## config.mk

```make
export PLATFORM = sky130hd
export DESIGN_NAME = ctu_timer
export DESIGN_NICKNAME = d
export VERILOG_FILES = /design/src/hdl/ctu_timer.v
export VERILOG_INCLUDE_DIRS = /design/src /design/src/hdl
export SDC_FILE = /design/constraint.sdc
export NUM_CORES = 1
export LEC_CHECK = 0
export BUFFER_PORTS_ARGS = -buffer_cell sky130_fd_sc_hd__buf_2
export CAP_MARGIN = 20
export CELL_PAD_IN_SITES_DETAIL_PLACEMENT = 2
export CELL_PAD_IN_SITES_GLOBAL_PLACEMENT = 2
export CORE_MARGIN = 2
export CORE_UTILIZATION = 40
export CTS_CLUSTER_DIAMETER = 80
export DETAILED_ROUTE_END_ITERATION = 10
export GPL_TIMING_DRIVEN = 0
export PLACE_DENSITY_LB_ADDON = 0.1
export SYNTH_ARGS = -nofsm -noshare
export SYNTH_HDL_FRONTEND = slang
export SYNTH_SLANG_ARGS = --single-unit
export TNS_END_PERCENT = 10
```

## constraint.sdc

```tcl
create_clock -name clk_i -period 3.95 [get_ports clk_i]
set_input_delay 0.79 -clock clk_i [delete_from_list [all_inputs] [get_ports clk_i]]
set_output_delay 0.79 -clock clk_i [all_outputs]
set_load 0.05 [all_outputs]
```

## src/hdl/ctu_consts.vh

```
`ifndef CTU_CONSTS_VH
`define CTU_CONSTS_VH

// ----------------------------------------------------------------
// register indices (byte-wide bus)
// ----------------------------------------------------------------
`define CTU_AW 3
`define CTU_DW 8
`define CTU_ADR_CTRL0 3'h0
`define CTU_ADR_CTRL1 3'h1
`define CTU_ADR_CNT_LO 3'h2
`define CTU_ADR_CNT_HI 3'h3
`define CTU_ADR_CMPA_LO 3'h4
`define CTU_ADR_CMPA_HI 3'h5
`define CTU_ADR_FLAGS 3'h6

// ----------------------------------------------------------------
// timer_control_0 fields
// ----------------------------------------------------------------
`define CTU_C0_PAUSE 7
`define CTU_C0_CKSEL_HI 6
`define CTU_C0_CKSEL_LO 4
`define CTU_C0_ENABLE 3
`define CTU_C0_PER_HI 2
`define CTU_C0_PER_LO 0

// ----------------------------------------------------------------
// timer_control_1 fields
// ----------------------------------------------------------------
`define CTU_C1_MODE_HI 7
`define CTU_C1_MODE_LO 6
`define CTU_C1_ACT_HI 5
`define CTU_C1_ACT_LO 4
`define CTU_C1_OCTL 3
`define CTU_C1_INV 2
`define CTU_C1_SWAP 1
`define CTU_C1_CLRSEL 0

// ----------------------------------------------------------------
// flags register bits (write one to clear)
// ----------------------------------------------------------------
`define CTU_FL_A 0
`define CTU_FL_P 1
`define CTU_NFLAG 2

// ----------------------------------------------------------------
// encodings and widths
// ----------------------------------------------------------------
`define CTU_MODE_CMP 2'h0
`define CTU_MODE_PWM 2'h2
`define CTU_MODE_TMR 2'h3
`define CTU_ACT_NONE 2'h0
`define CTU_ACT_LOW 2'h1
`define CTU_ACT_HIGH 2'h2
`define CTU_ACT_TOG 2'h3
`define CTU_PWM_INACT 2'h0
`define CTU_PWM_ACT 2'h1
`define CTU_PWM_WAVE 2'h2
`define CTU_CK_SYS4 3'h0
`define CTU_CK_SYS 3'h1
`define CTU_CK_H16 3'h2
`define CTU_CK_H64 3'h3
`define CTU_CK_SUB0 3'h4
`define CTU_CK_SUB1 3'h5
`define CTU_CK_EXTR 3'h6
`define CTU_CK_EXTF 3'h7
`define CTU_CW 10
`define CTU_PW 3
`define CTU_PSHIFT 7
`define CTU_FULL 11'h400
`define CTU_SUB_DIV 6103
`define CTU_SUBW 13

`endif

```

## src/hdl/ctu_timer.v

```verilog
`include "ctu_consts.vh"

module ctu_timer #(
   parameter SUB_DIV = `CTU_SUB_DIV
) (
   // clock and reset
   input wire clk_i,
   input wire rst_i,
   // wishbone slave
   input wire wb_cyc_i,
   input wire wb_stb_i,
   input wire wb_we_i,
   input wire [`CTU_AW-1:0] wb_adr_i,
   input wire wb_sel_i,
   input wire [`CTU_DW-1:0] wb_dat_i,
   output reg [`CTU_DW-1:0] wb_dat_o,
   output reg wb_ack_o,
   // external count clock pin
   input wire ext_clk_i,
   // output pin
   output reg timer_pin_o,
   output reg timer_pin_oe_o,
   // match events
   output wire compare_a_flag_o,
   output wire period_match_flag_o
);

   // ----------------------------------------------------------------
   // bus decode helper
   // ----------------------------------------------------------------
   function wr_hit;
      input [`CTU_AW-1:0] adr;
      input [`CTU_AW-1:0] idx;
      input strobe;
      begin
         wr_hit = strobe & (adr == idx);
      end
   endfunction

   // ----------------------------------------------------------------
   // mode decode helper
   // ----------------------------------------------------------------
   function mode_is;
      input [1:0] m;
      input [1:0] code;
      begin
         mode_is = (m == code);
      end
   endfunction

   // ----------------------------------------------------------------
   // registers
   // ----------------------------------------------------------------
   reg [`CTU_DW-1:0] ctrl0_reg;
   reg [`CTU_DW-1:0] ctrl1_reg;
   reg [`CTU_CW-1:0] cmpa_reg;
   reg [`CTU_CW-1:0] cnt_reg;
   reg [`CTU_CW-1:0] cnt_next;
   reg en_prev_reg;
   reg pin_reg;
   reg pin_next;
   reg [`CTU_DW-1:0] rd_next;

   wire wr_stb;
   wire rd_stb;
   wire [1:0] mode;
   wire [1:0] action;
   wire [`CTU_PW-1:0] period;
   wire [2:0] cksel;
   wire enable;
   wire pause;
   wire octl;
   wire inv;
   wire swap;
   wire clrsel;

   // a write lands on the edge at which the master sees ack
   assign wr_stb = wb_cyc_i & wb_stb_i & wb_we_i & wb_sel_i & wb_ack_o;
   assign rd_stb = wb_cyc_i & wb_stb_i & ~wb_we_i & ~wb_ack_o;
   assign mode = ctrl1_reg[`CTU_C1_MODE_HI:`CTU_C1_MODE_LO];
   assign action = ctrl1_reg[`CTU_C1_ACT_HI:`CTU_C1_ACT_LO];
   assign octl = ctrl1_reg[`CTU_C1_OCTL];
   assign inv = ctrl1_reg[`CTU_C1_INV];
   assign swap = ctrl1_reg[`CTU_C1_SWAP];
   assign clrsel = ctrl1_reg[`CTU_C1_CLRSEL];
   assign period = ctrl0_reg[`CTU_C0_PER_HI:`CTU_C0_PER_LO];
   assign cksel = ctrl0_reg[`CTU_C0_CKSEL_HI:`CTU_C0_CKSEL_LO];
   assign enable = ctrl0_reg[`CTU_C0_ENABLE];
   assign pause = ctrl0_reg[`CTU_C0_PAUSE];

   // ----------------------------------------------------------------
   // count clock sources
   // ----------------------------------------------------------------
   // the high-speed and system clocks both map onto clk_i here
   // the sub divider stands in for the slow oscillator; its rate is a parameter
   reg [5:0] pre_reg;
   reg [`CTU_SUBW-1:0] sub_reg;
   reg sub_tick;
   reg [2:0] ext_sync_reg;
   reg ext_old_reg;
   reg tick;
   wire ext_stable;

   always @(posedge clk_i) begin
      if (rst_i) begin
         pre_reg <= 6'h00;
         sub_reg <= {`CTU_SUBW{1'b0}};
         sub_tick <= 1'b0;
      end else begin
         pre_reg <= pre_reg + 6'h01;
         sub_tick <= 1'b0;
         if (sub_reg == SUB_DIV[`CTU_SUBW-1:0] - 1'b1) begin
            sub_reg <= {`CTU_SUBW{1'b0}};
            sub_tick <= 1'b1;
         end else begin
            sub_reg <= sub_reg + 1'b1;
         end
      end
   end

   // three stages; the first stage feeds only the second
   always @(posedge clk_i) begin
      if (rst_i) begin
         ext_sync_reg <= 3'h0;
         ext_old_reg <= 1'b0;
      end else begin
         ext_sync_reg <= {ext_sync_reg[1:0], ext_clk_i};
         if (ext_stable) begin
            ext_old_reg <= ext_sync_reg[2];
         end
      end
   end

   assign ext_stable = (ext_sync_reg[1] == ext_sync_reg[2]);

   always @* begin
      case (cksel)
         `CTU_CK_SYS4: tick = (pre_reg[1:0] == 2'h3);
         `CTU_CK_SYS: tick = 1'b1;
         `CTU_CK_H16: tick = (pre_reg[3:0] == 4'hF);
         `CTU_CK_H64: tick = (pre_reg == 6'h3F);
         `CTU_CK_SUB0: tick = sub_tick;
         `CTU_CK_SUB1: tick = sub_tick;
         `CTU_CK_EXTR: tick = ext_stable & ext_sync_reg[2] & ~ext_old_reg;
         `CTU_CK_EXTF: tick = ext_stable & ~ext_sync_reg[2] & ext_old_reg;
         default: tick = 1'b0;
      endcase
   end

   // ----------------------------------------------------------------
   // comparators
   // ----------------------------------------------------------------
   // matches look at the next count so a cleared period is exact
   wire [`CTU_CW:0] cnt_inc;
   wire [`CTU_CW:0] p_target;
   wire [`CTU_CW:0] a_target;
   wire a_hit;
   wire p_hit;
   wire run;
   wire en_rise;
   wire is_pwm;

   assign cnt_inc = {1'b0, cnt_reg} + 1'b1;
   assign a_target = {1'b0, cmpa_reg};
   // period value lines up with counter bits 9..7
   assign p_target = (period == {`CTU_PW{1'b0}}) ? `CTU_FULL :
                     {1'b0, period, {`CTU_PSHIFT{1'b0}}};
   // zero compare-A never matches, the counter simply wraps
   assign a_hit = (cmpa_reg != {`CTU_CW{1'b0}}) & (cnt_inc == a_target);
   assign p_hit = (cnt_inc == p_target);
   assign run = enable & ~pause & tick;
   assign en_rise = enable & ~en_prev_reg;
   assign is_pwm = mode_is(mode, `CTU_MODE_PWM);

   // ----------------------------------------------------------------
   // counter
   // ----------------------------------------------------------------
   reg clr_now;
   reg set_a;
   reg set_p;

   always @* begin
      clr_now = 1'b0;
      set_a = 1'b0;
      set_p = 1'b0;
      if (is_pwm) begin
         // clear select has no say in pwm
         clr_now = swap ? a_hit : p_hit;
         set_a = a_hit;
         set_p = p_hit;
      end else if (clrsel) begin
         clr_now = a_hit;
         set_a = a_hit;
      end else begin
         clr_now = p_hit;
         set_a = a_hit;
         set_p = p_hit;
      end
      set_a = set_a & run;
      set_p = set_p & run;
   end

   // pause and disable both hold the count; an enable rise or a clearing match zeroes it
   always @* begin
      cnt_next = cnt_reg;
      if (en_rise) begin
         cnt_next = {`CTU_CW{1'b0}};
      end else if (run) begin
         if (clr_now) begin
            cnt_next = {`CTU_CW{1'b0}};
         end else begin
            // 3FF rolls to zero through the dropped carry
            cnt_next = cnt_inc[`CTU_CW-1:0];
         end
      end
   end

   always @(posedge clk_i) begin
      if (rst_i) begin
         cnt_reg <= {`CTU_CW{1'b0}};
         en_prev_reg <= 1'b0;
      end else begin
         // disabled: count is held, not cleared
         cnt_reg <= cnt_next;
         en_prev_reg <= enable;
      end
   end

   // ----------------------------------------------------------------
   // match flags (write one to clear)
   // ----------------------------------------------------------------
   wire clr_hit;
   wire [`CTU_NFLAG-1:0] flag_set;
   wire [`CTU_NFLAG-1:0] flag_q;
   genvar fi;

   assign clr_hit = wr_hit(wb_adr_i, `CTU_ADR_FLAGS, wr_stb);
   assign flag_set[`CTU_FL_A] = set_a;
   assign flag_set[`CTU_FL_P] = set_p;

   // each flag has its own cell; write data bit fi clears flag fi
   generate
      for (fi = 0; fi < `CTU_NFLAG; fi = fi + 1) begin : g_flag
         reg flag_reg;
         always @(posedge clk_i) begin
            if (rst_i) begin
               flag_reg <= 1'b0;
            end else begin
               // a new match beats a clear in the same cycle
               flag_reg <= (flag_reg & ~(clr_hit & wb_dat_i[fi])) | flag_set[fi];
            end
         end
         assign flag_q[fi] = flag_reg;
      end
   endgenerate

   assign compare_a_flag_o = flag_q[`CTU_FL_A];
   assign period_match_flag_o = flag_q[`CTU_FL_P];

   // ----------------------------------------------------------------
   // output pin
   // ----------------------------------------------------------------
   wire [`CTU_CW:0] duty;
   wire pwm_on;
   reg pwm_level;

   assign duty = swap ? p_target : a_target;
   // duty at or past the period keeps the compare true all period
   assign pwm_on = ({1'b0, cnt_reg} < duty);

   always @* begin
      pin_next = pin_reg;
      if (en_rise) begin
         pin_next = octl;
      end else if (set_a & mode_is(mode, `CTU_MODE_CMP)) begin
         // period matches never reach this branch
         case (action)
            `CTU_ACT_NONE: pin_next = pin_reg;
            `CTU_ACT_LOW: pin_next = 1'b0;
            `CTU_ACT_HIGH: pin_next = 1'b1;
            `CTU_ACT_TOG: pin_next = ~pin_reg;
            default: pin_next = pin_reg;
         endcase
      end
   end

   always @* begin
      // counting goes on underneath a forced level
      // changing the action while running glitches the pin; stop the timer first
      case (action)
         `CTU_PWM_INACT: pwm_level = ~octl;
         `CTU_PWM_ACT: pwm_level = octl;
         `CTU_PWM_WAVE: pwm_level = pwm_on ? octl : ~octl;
         default: pwm_level = ~octl;
      endcase
   end

   always @(posedge clk_i) begin
      if (rst_i) begin
         pin_reg <= 1'b0;
         timer_pin_o <= 1'b0;
         timer_pin_oe_o <= 1'b0;
      end else begin
         pin_reg <= pin_next;
         // timer/counter mode frees the pin for other use
         timer_pin_oe_o <= mode_is(mode, `CTU_MODE_CMP) | is_pwm;
         if (is_pwm) begin
            timer_pin_o <= pwm_level ^ inv;
         end else begin
            timer_pin_o <= pin_next ^ inv;
         end
      end
   end

   // ----------------------------------------------------------------
   // register writes
   // ----------------------------------------------------------------
   always @(posedge clk_i) begin
      if (rst_i) begin
         ctrl0_reg <= 8'h00;
         ctrl1_reg <= 8'h00;
         cmpa_reg <= {`CTU_CW{1'b0}};
      end else begin
         // counter bytes take no writes; the count is read-only
         if (wr_hit(wb_adr_i, `CTU_ADR_CTRL0, wr_stb)) begin
            ctrl0_reg <= wb_dat_i;
         end
         if (wr_hit(wb_adr_i, `CTU_ADR_CTRL1, wr_stb)) begin
            ctrl1_reg <= wb_dat_i;
         end
         if (wr_hit(wb_adr_i, `CTU_ADR_CMPA_LO, wr_stb)) begin
            cmpa_reg[7:0] <= wb_dat_i;
         end
         if (wr_hit(wb_adr_i, `CTU_ADR_CMPA_HI, wr_stb)) begin
            cmpa_reg[`CTU_CW-1:8] <= wb_dat_i[1:0];
         end
      end
   end

   // ----------------------------------------------------------------
   // register reads and ack
   // ----------------------------------------------------------------
   always @* begin
      case (wb_adr_i)
         `CTU_ADR_CTRL0: rd_next = ctrl0_reg;
         `CTU_ADR_CTRL1: rd_next = ctrl1_reg;
         `CTU_ADR_CNT_LO: rd_next = cnt_reg[7:0];
         `CTU_ADR_CNT_HI: rd_next = {6'h00, cnt_reg[`CTU_CW-1:8]};
         `CTU_ADR_CMPA_LO: rd_next = cmpa_reg[7:0];
         `CTU_ADR_CMPA_HI: rd_next = {6'h00, cmpa_reg[`CTU_CW-1:8]};
         `CTU_ADR_FLAGS: rd_next = {6'h00, flag_q};
         default: rd_next = 8'h00;
      endcase
   end

   always @(posedge clk_i) begin
      if (rst_i) begin
         wb_ack_o <= 1'b0;
         wb_dat_o <= 8'h00;
      end else begin
         // one wait state, then ack for exactly one cycle
         // read data is caught with the ack so it stands while ack is high
         wb_ack_o <= wb_cyc_i & wb_stb_i & ~wb_ack_o;
         if (rd_stb) begin
            wb_dat_o <= rd_next;
         end
      end
   end

endmodule

```

==> qor.yml, run 1 <==
status: "completed"
avgRoutedWirePerCell_um: 21.28
synth_area_leader_cell: "dfxtp_1"
fillers: 1264
utilization_pct: 45.49
multi_input_area_mm2: 0.002668
p_clk_share_pct: 41.2
ff2ff_path_depth: 11
maxCapViolCount: 0
ctsResizeCount: 0
ys_seq_area_share_pct: 34.41
grt_remaining_overflow: 0
crit_family: "compound AO/OA/AOI/OAI gates"
crit_buf_inv: 2
hold_path_end: "pre_reg[0]$_SDFF_PP0_"
comb_power_share_pct: 6.5
cts-hold-fix-buffers: 0
vias: 3976
drive_above_1_share_pct: 12.52
grt_max_degree: 14
clock-root-buffer: "clkbuf_8"
final-seq-area_mm2: 0.001501
crit_required_ns: 4.27
drt_iter0_markers: 195
die_w_um: 108.4
path_common_cell: "nand2_1"
clk_pin_slew_ns: 0.09
p_leak_uw: 0.002020
setup_viol: 0
hold_depth: 1
yosys.cell_types.count: 63
drt-pass1-iter-count: 4
grt_usage_pct: 26.73
via_per_inst: 5.688
die-area_mm2: 0.01176
p_switching_uw: 395.1
pin_count: 31
fin_crit_sh_pct: 81.54
hp-start: "pre_reg[0]$_SDFF_PP0_"
crit_chain: "ha_1 > clkbuf_1 > nand2_1 > nand2_1 > a21oi_1 > o311a_1 > and2_2 > a211o_2 > buf_6 > nor3_1 > a211o_1"
cts_max_level: 3
syn_nets: 547
max_slew_margin_pct: 48.96
finalClockSkew_ns: 0.01030
start_util_pct: 40.60
critPathMaxFanout: 10
fin_tns_setup_ns: 0
synthTopCellsByCount: "nor2_1 (77), dfxtp_1 (75), mux2i_1 (44), nand2_1 (34), clkbuf_1 (23)"
yosysMostFrequentCell: "nor2_1"
syn_area_mm2: 0.004363
synthTopCellsByArea: "dfxtp_1 (34%), mux2i_1 (10%), nor2_1 (6.6%), ha_1 (4.9%), xnor2_1 (3.2%)"
core_mm2: 0.01075
p_int_uw: 1089
dp_hpwl_um: 11400
portBuffers: 29
fp.dieH_um: 108.4
crit_type: "reg -> reg"
fmax_ghz: 0.3105
rsz0062_at_grt: "no"
gp_congestion: 0.8281
clock-sinks: 75
finalHoldViolations: 0
rr_endpoint: "cnt_reg[6]$_SDFFE_PP0P_"
endpoint_kind: "register"
numCtsBuffers: 9
synth-seq-cells: 75
swShare_pct: 26.63
p_seq_share_pct: 52.3
synth_top_area_share_pct: 34.41
synth_warnings: 0
p_per_area_mw_per_mm2: 303.5
ant_nets: 0
cpMaxStageDelayCell: "dfxtp_1"
r2r_slack_ns: 0.73
postCtsSetupBuffers: 0
peakVddDrop_mv: 0.1837
syn_area_per_cell_um2: 8.521
largest_register_ffs: 13
grt_pass1_vias: 4393
clock_latency_ns: 0.38
synth_flop_cell: "dfxtp_1"
synth-edff-count: 0
grt_pass1_wl_um: 23530
antenna_found_initial: 0
timing_max_transition_violations_final: 0
worstHoldPathType: "reg -> reg"
async_flop_share_pct: 0
post-route-min-period_ns: 3.221
synth_cells: 512
drcViolationCount: 0
layout_setup_ws_ns: 0.7291
critPathMaxStageDelay_ns: 0.50
nets: 589
post-place-ws_ns: 0.7713
tightest_slew_ns: 0.7655
cts_tree: "done"
timing.rr.start: "cnt_reg[1]$_SDFFE_PP0P_"
cts_buffer_depth: 2
antenna_cells: 0
fp-row-count: 38
start_kind: "register"
arrival_ns: 3.54
wl_um: 14870
area_growth_pct: 12.04
metrics by stage:
stage                     instance area (um2)  total power [uW]  std cells  hold WS (ns)
final                                    4888              1484        699        0.4513
after global routing                     4888              1534        699        0.4817
after CTS                                4888              1499        699        0.4597
after detailed placement                 4696             889.7        683        0.4404
after global placement                   4683             884.6        681        0.4235
after floorplan                          4363             850.5        512        0.4132
worst max path at each step:
stage                         endpoint  slack [ns]                       from  cells after the start
2_1_floorplan  cnt_reg[5]$_SDFFE_PP0P_        1.34    cnt_reg[1]$_SDFFE_PP0P_                     10
3_3_place_gp    timer_pin_o$_SDFF_PP0_        0.77  ctrl1_reg[1]$_SDFFE_PP0P_                     11
3_5_place_dp    timer_pin_o$_SDFF_PP0_        0.77  ctrl1_reg[1]$_SDFFE_PP0P_                     11
4_1_cts        cnt_reg[6]$_SDFFE_PP0P_        0.75    cnt_reg[1]$_SDFFE_PP0P_                     11
5_1_grt         timer_pin_o$_SDFF_PP0_        0.52  ctrl1_reg[1]$_SDFFE_PP0P_                     11
6_report       cnt_reg[6]$_SDFFE_PP0P_        0.73    cnt_reg[1]$_SDFFE_PP0P_                     11
routing by layer:
layer / track usage (%) / vias up / wire, um
met4: 13.10 / 0 / 493
met2: 47.81 / 64 / 7660
li1: - / 1896 / -
met1: 30.75 / 1982 / 6269
met5: 0 / - / 0
met3: 4.280 / 34 / 450
area by class of cell:
type	instances	area share (%)
Sequential cell	75	30.71
Tap cell	140	3.583
Clock inverter	6	1.331
Buffer	33	3.123
Timing Repair Buffer	31	3.225
Multi-Input combinational cell	393	54.57
Clock buffer	10	2.611
Inverter	11	0.8446
logic make-up after synthesis:
group	Yosys count	share of synthesized area (%)
xor gates and xnor gates	30	6.022
AOI/OAI and AO/OA	80	12.93
and+or+nand+nor	218	25.67
adders and majority gates	17	4.875
DFF	75	34.41
buffers and inverters	44	4.445
muxes	48	11.64
power groups by stage:
stage / clock [uW] / combinational, uW / sequential [uW]
after floorplan: 0 / 42.4 / 808
after detailed placement: 0 / 96.5 / 793
after global routing: 650 / 107 / 777
after global placement: 0 / 92.6 / 792
final: 612 / 96.6 / 775
after CTS: 626 / 97.8 / 775
placed cells by master (no fill, tap or decap), types with 3 or more instances in the layout:
cell | netlist | layout
nor2_1 | 77 | 77
dfxtp_1 | 75 | 75
mux2i_1 | 44 | 44
nand2_1 | 34 | 34
buf_2 | 2 | 32
clkbuf_1 | 23 | 24
a21oi_1 | 19 | 19
ha_1 | 17 | 17
xnor2_1 | 16 | 16
o21ai_0 | 16 | 16
nor2b_1 | 15 | 15
nand3_1 | 14 | 14
xor2_1 | 14 | 14
nand2b_1 | 12 | 12
and3_1 | 12 | 12
nor3_1 | 12 | 12
inv_1 | 10 | 10
clkbuf_8 | 0 | 9
o211ai_1 | 8 | 8
nor4_1 | 7 | 7
nand4_1 | 6 | 6
buf_4 | 5 | 6
and2_1 | 4 | 4
a21o_1 | 4 | 4
a211o_1 | 4 | 4
and4_1 | 3 | 3
or4_1 | 3 | 3
a31oi_1 | 3 | 3
nor4b_1 | 3 | 3
a211oi_1 | 3 | 3
No activity file was read; power rests on OpenSTA's default activity.
==> run 2, diff against run 1 <==
CORE_UTILIZATION = 37   (was 40)
clock period = 3.14 ns   (was 3.95 ns; I/O delays follow)
==> qor.yml, run 2 (synthesized netlist as in run 1, its figures left out) <==
arrival_ns: 3.24
critPathMaxFanout: 10
portBuffers: 29
drcViolationCount: 0
multi_input_area_mm2: 0.002708
grt_pass1_wl_um: 24550
worstHoldPathType: "reg -> reg"
drt_iter0_markers: 167
crit_buf_inv: 2
ant_nets: 0
clk_pin_slew_ns: 0.06
cts_buffer_depth: 2
post-route-min-period_ns: 2.995
dp_hpwl_um: 11210
maxCapViolCount: 0
avgRoutedWirePerCell_um: 21.34
start_util_pct: 38.05
start_kind: "register"
fmax_ghz: 0.3339
core_mm2: 0.01147
vias: 3999
tightest_slew_ns: 0.7344
max_slew_margin_pct: 50.66
critPathMaxStageDelay_ns: 0.56
placed_area_mm2: 0.004700
cts_max_level: 3
peakVddDrop_mv: 0.3369
p_switching_uw: 543.3
p_leak_uw: 0.002083
via_per_inst: 5.705
drt-pass1-iter-count: 4
crit_chain: "buf_4 > nand4_4 > or4_1 > a21o_1 > a2111oi_4 > and2_2 > a211o_2 > buf_6 > nor2_1 > a211o_1"
pin_count: 31
crit_family: "compound AO/OA/AOI/OAI gates"
fin_crit_sh_pct: 95.39
grt_max_degree: 15
fp.dieH_um: 112.6
fp-row-count: 39
setup_viol: 0
clock_latency_ns: 0.35
p_clk_share_pct: 49.8
final_cell_area_mm2: 0.005052
stdcell_count: 701
drive_above_1_share_pct: 14.16
status: "completed"
p_seq_share_pct: 44.6
place_inst: 686
clock-sinks: 75
die_w_um: 112.6
finalHoldViolations: 0
gp_congestion: 0.8335
final-seq-area_mm2: 0.001503
grt_usage_pct: 25.01
endpoint_kind: "register"
finalPower_uw: 2190
grt_remaining_overflow: 0
fin_tns_setup_ns: 0
antenna_cells: 0
largest_register_ffs: 13
area_growth_pct: 15.80
nets: 588
antenna_found_initial: 0
cts-hold-fix-buffers: 0
final_cell_mix: "nor2_1 (77), dfxtp_1 (74), mux2i_1 (44)"
die-area_mm2: 0.01268
crit_required_ns: 3.38
cts_tree: "done"
timing_max_transition_violations_final: 0
utilization_pct: 44.06
finalClockSkew_ns: 0.007415
clock-root-buffer: "clkbuf_16"
p_int_uw: 1646
comb_power_share_pct: 5.6
rsz0062_at_grt: "yes"
wl_um: 14960
crit_type: "reg -> reg"
layout_commonest_cell: "nor2_1"
grt_pass1_vias: 4510
cpMaxStageDelayCell: "or4_1"
fillers: 1296
numCtsBuffers: 9
swShare_pct: 24.81
p_per_area_mw_per_mm2: 433.4
-- run 2: cell types whose count changed in the layout (fill, tap and decap cells not counted), sizes merged --
cell,before,now
clkinv,3,1
inv,12,13
clkbuf,33,32
clkinvlp,1,2
-- run 2: repair_timing --
item	CTS	global route
setup endpoints to repair	2	8
buffers inserted	0	0
pin swaps	0	0
gates resized for setup	3	9
endpoints found under the hold margin	0	0
-- run 2: worst reg2reg max path: stages, from the launching register on --
cell	delay, ns
dfxtp_1	0.38
buf_4	0.24
nand4_4	0.17
or4_1	0.56
a21o_1	0.21
a2111oi_4	0.42
and2_2	0.25
a211o_2	0.18
buf_6	0.16
nor2_1	0.06
a211o_1	0.25
-- run 2: routing by layer --
metal / global-route usage [%] / routed length, um
met4: 10.49 / 392
met1: 30.14 / 6402
met3: 3.726 / 469
met5: 0 / 0
met2: 44.27 / 7693
-- run 2: layout make-up --
cell class / count / area share [%]
multi-input combinational: 393 / 53.59
sequential: 75 / 29.74
clock buffer: 10 / 4.730
tap: 143 / 3.541
timing repair buffer: 31 / 3.120
buffer: 32 / 3.046
clock inverter: 6 / 1.412
inverter: 11 / 0.8172
-- run 2: power by group through the flow --
stage / logic [uW] / clock network [uW] / registers (uW)
4_1_cts: 124 / 1110 / 977
3_5_place_dp: 123 / 0 / 998
5_1_grt: 135 / 1140 / 978
3_3_place_gp: 118 / 0 / 997
2_1_floorplan: 53.3 / 0 / 1020
6_report: 122 / 1090 / 976
-- run 2: final timing paths --
| path | start | end | slack (ns) | cells after the start |
|---|---|---|---|---|
| worst max-delay path | cnt_reg[3]$_SDFFE_PP0P_ | cnt_reg[5]$_SDFFE_PP0P_ | 0.14 | 10 |
| worst min register to register | pre_reg[0]$_SDFF_PP0_ | pre_reg[0]$_SDFF_PP0_ | 0.45 | 1 |
| worst max register to register | cnt_reg[3]$_SDFFE_PP0P_ | cnt_reg[5]$_SDFFE_PP0P_ | 0.14 | 10 |
| worst min-delay path | pre_reg[0]$_SDFF_PP0_ | pre_reg[0]$_SDFF_PP0_ | 0.45 | 1 |
-- run 2: stage by stage --
step                hold slack [ns]  setup WS (ns)
floorplan                    0.4132         0.5331
global placement             0.4308        -0.1535
detailed placement           0.4480        -0.2420
CTS                          0.4571        0.01256
global route                 0.4753       -0.04890
finish                       0.4494         0.1447
==> run 3, diff against run 2 <==
CELL_PAD_IN_SITES_DETAIL_PLACEMENT = 1   (was 2)
CELL_PAD_IN_SITES_GLOBAL_PLACEMENT = 1   (was 2)
CORE_UTILIZATION = 46   (was 37)
CTS_CLUSTER_DIAMETER = 200   (was 80)
==> qor.yml, run 3 (synthesized netlist as in run 1, its figures left out) <==
drcViolationCount: 0
peakVddDrop_mv: 0.2534
layout_commonest_cell: "nor2_1"
grt_remaining_overflow: 0
ant_nets: 0
largest_register_ffs: 13
cts_tree: "done"
grt_usage_pct: 25.76
holdWs_ns: 0.4509
fp-row-count: 35
grt_max_degree: 15
clock-root-buffer: "clkbuf_8"
finalHoldViolations: 0
antenna_cells: 0
p_leak_uw: 0.002030
critPathMaxStageDelay_ns: 0.49
fp.dieH_um: 101.4
grt_pass1_vias: 3917
fmax_ghz: 0.3359
arrival_ns: 3.22
clock_latency_ns: 0.35
drt-pass1-iter-count: 5
crit_required_ns: 3.38
r2r_slack_ns: 0.16
antenna_found_initial: 0
crit_type: "reg -> reg"
post-route-min-period_ns: 2.977
die-area_mm2: 0.01028
fin_tns_setup_ns: 0
clock-sinks: 75
endpoint_kind: "register"
grt_pass1_wl_um: 20310
finalClockSkew_ns: 0.009979
critPathMaxFanout: 10
start_kind: "register"
wl_um: 12680
area_growth_pct: 12.65
nets: 589
maxCapViolCount: 0
timing.rr.start: "cnt_reg[1]$_SDFFE_PP0P_"
multi_input_area_mm2: 0.002684
cpMaxStageDelayCell: "dfxtp_1"
avgRoutedWirePerCell_um: 18.43
cts-hold-fix-buffers: 0
layout_setup_ws_ns: 0.1628
cts_max_level: 3
worstHoldPathType: "reg -> reg"
drive_above_1_share_pct: 13.60
cts_buffer_depth: 2
timing_max_transition_violations_final: 0
fillers: 1116
crit_end: "cnt_reg[9]$_SDFFE_PP0P_"
vias: 3898
crit_chain: "ha_2 > nand3_2 > or4_1 > a21o_1 > a2111oi_4 > and2_2 > a211o_2 > buf_6 > nor2_1 > a211o_1"
die_w_um: 101.4
post-place-ws_ns: 0.01979
via_per_inst: 5.666
rr_endpoint: "cnt_reg[9]$_SDFFE_PP0P_"
max_slew_margin_pct: 44.60
tightest_slew_ns: 0.8247
setup_viol: 0
numCtsBuffers: 9
status: "completed"
ff2ff_path_depth: 10
crit_start: "cnt_reg[1]$_SDFFE_PP0P_"
dp_hpwl_um: 9637
utilization_pct: 53.19
gp_congestion: 0.8571
start_util_pct: 47.22
final-seq-area_mm2: 0.001501
pin_count: 31
core_mm2: 0.009240
portBuffers: 29
drt_iter0_markers: 129
final_cell_mix: "nor2_1 (77), dfxtp_1 (75), mux2i_1 (44)"
clk_pin_slew_ns: 0.09
fin_crit_sh_pct: 94.81
p_per_area_mw_per_mm2: 384.5
postCtsSetupBuffers: 0
-- run 3: cell types whose count changed in the layout (fill, tap and decap cells not counted), sizes merged --
cell    delta
clkbuf     +2
buf        -1
-- run 3: stage by stage --
stage	total power, uW	instance area [um2]	cells
after global routing	1962	4915	688
after floorplan	1070	4363	512
final	1890	4915	688
after detailed placement	1116	4677	671
after CTS	1907	4886	687
after global placement	1112	4669	670
-- run 3: per-layer routing --
layer / vias up / GRT usage, % / share of wire (%)
met5: - / 0 / 0
met2: 77 / 45.39 / 50
met3: 16 / 4.072 / 4.1
li1: 1892 / - / -
met1: 1913 / 32.34 / 44
met4: 0 / 7.796 / 1.9
-- run 3: timing repair --
item,4_1_cts,5_1_grt
gates resized for setup,0,10
setup endpoints to repair,0,6
endpoints found under the hold margin,0,0
-- run 3: critical path, delay by kind of cell, from the launching register on --
family                   cells  cell delay (ns)
AO/OA/AOI/OAI                4             1.02
AND/OR/NAND/NOR              4             0.89
buffers and inverters        1             0.14
adder cells (fa/ha/maj)      1             0.32
flip-flops                   1             0.49
-- run 3: final cells by class --
class	count	share of cell area [%]
multi-input cells	393	54.61
flip-flops and latches	75	30.55
well taps	129	3.284
repair buffers	31	3.259
plain buffers	33	3.208
clock buffers	10	2.800
clock inverters	6	1.451
inverters	11	0.8401
-- run 3: how the worst min path moves through the flow --
stage | startpoint | endpoint | slack [ns] | cells after the start
detailed placement | ext_sync_reg[0]$_SDFF_PP0_ | ext_sync_reg[1]$_SDFF_PP0_ | 0.44 | 1
finish | ext_sync_reg[0]$_SDFF_PP0_ | ext_sync_reg[1]$_SDFF_PP0_ | 0.45 | 1
CTS | pre_reg[0]$_SDFF_PP0_ | pre_reg[0]$_SDFF_PP0_ | 0.46 | 1
global placement | ext_sync_reg[0]$_SDFF_PP0_ | ext_sync_reg[1]$_SDFF_PP0_ | 0.42 | 1
floorplan | pre_reg[0]$_SDFF_PP0_ | pre_reg[0]$_SDFF_PP0_ | 0.41 | 1
global route | pre_reg[0]$_SDFF_PP0_ | pre_reg[0]$_SDFF_PP0_ | 0.47 | 1
-- run 3: power breakdown --
group / internal, uW / switching [uW]
sequential: 965 / 9.86
combinational: 36.4 / 83.8
clock: 396 / 399
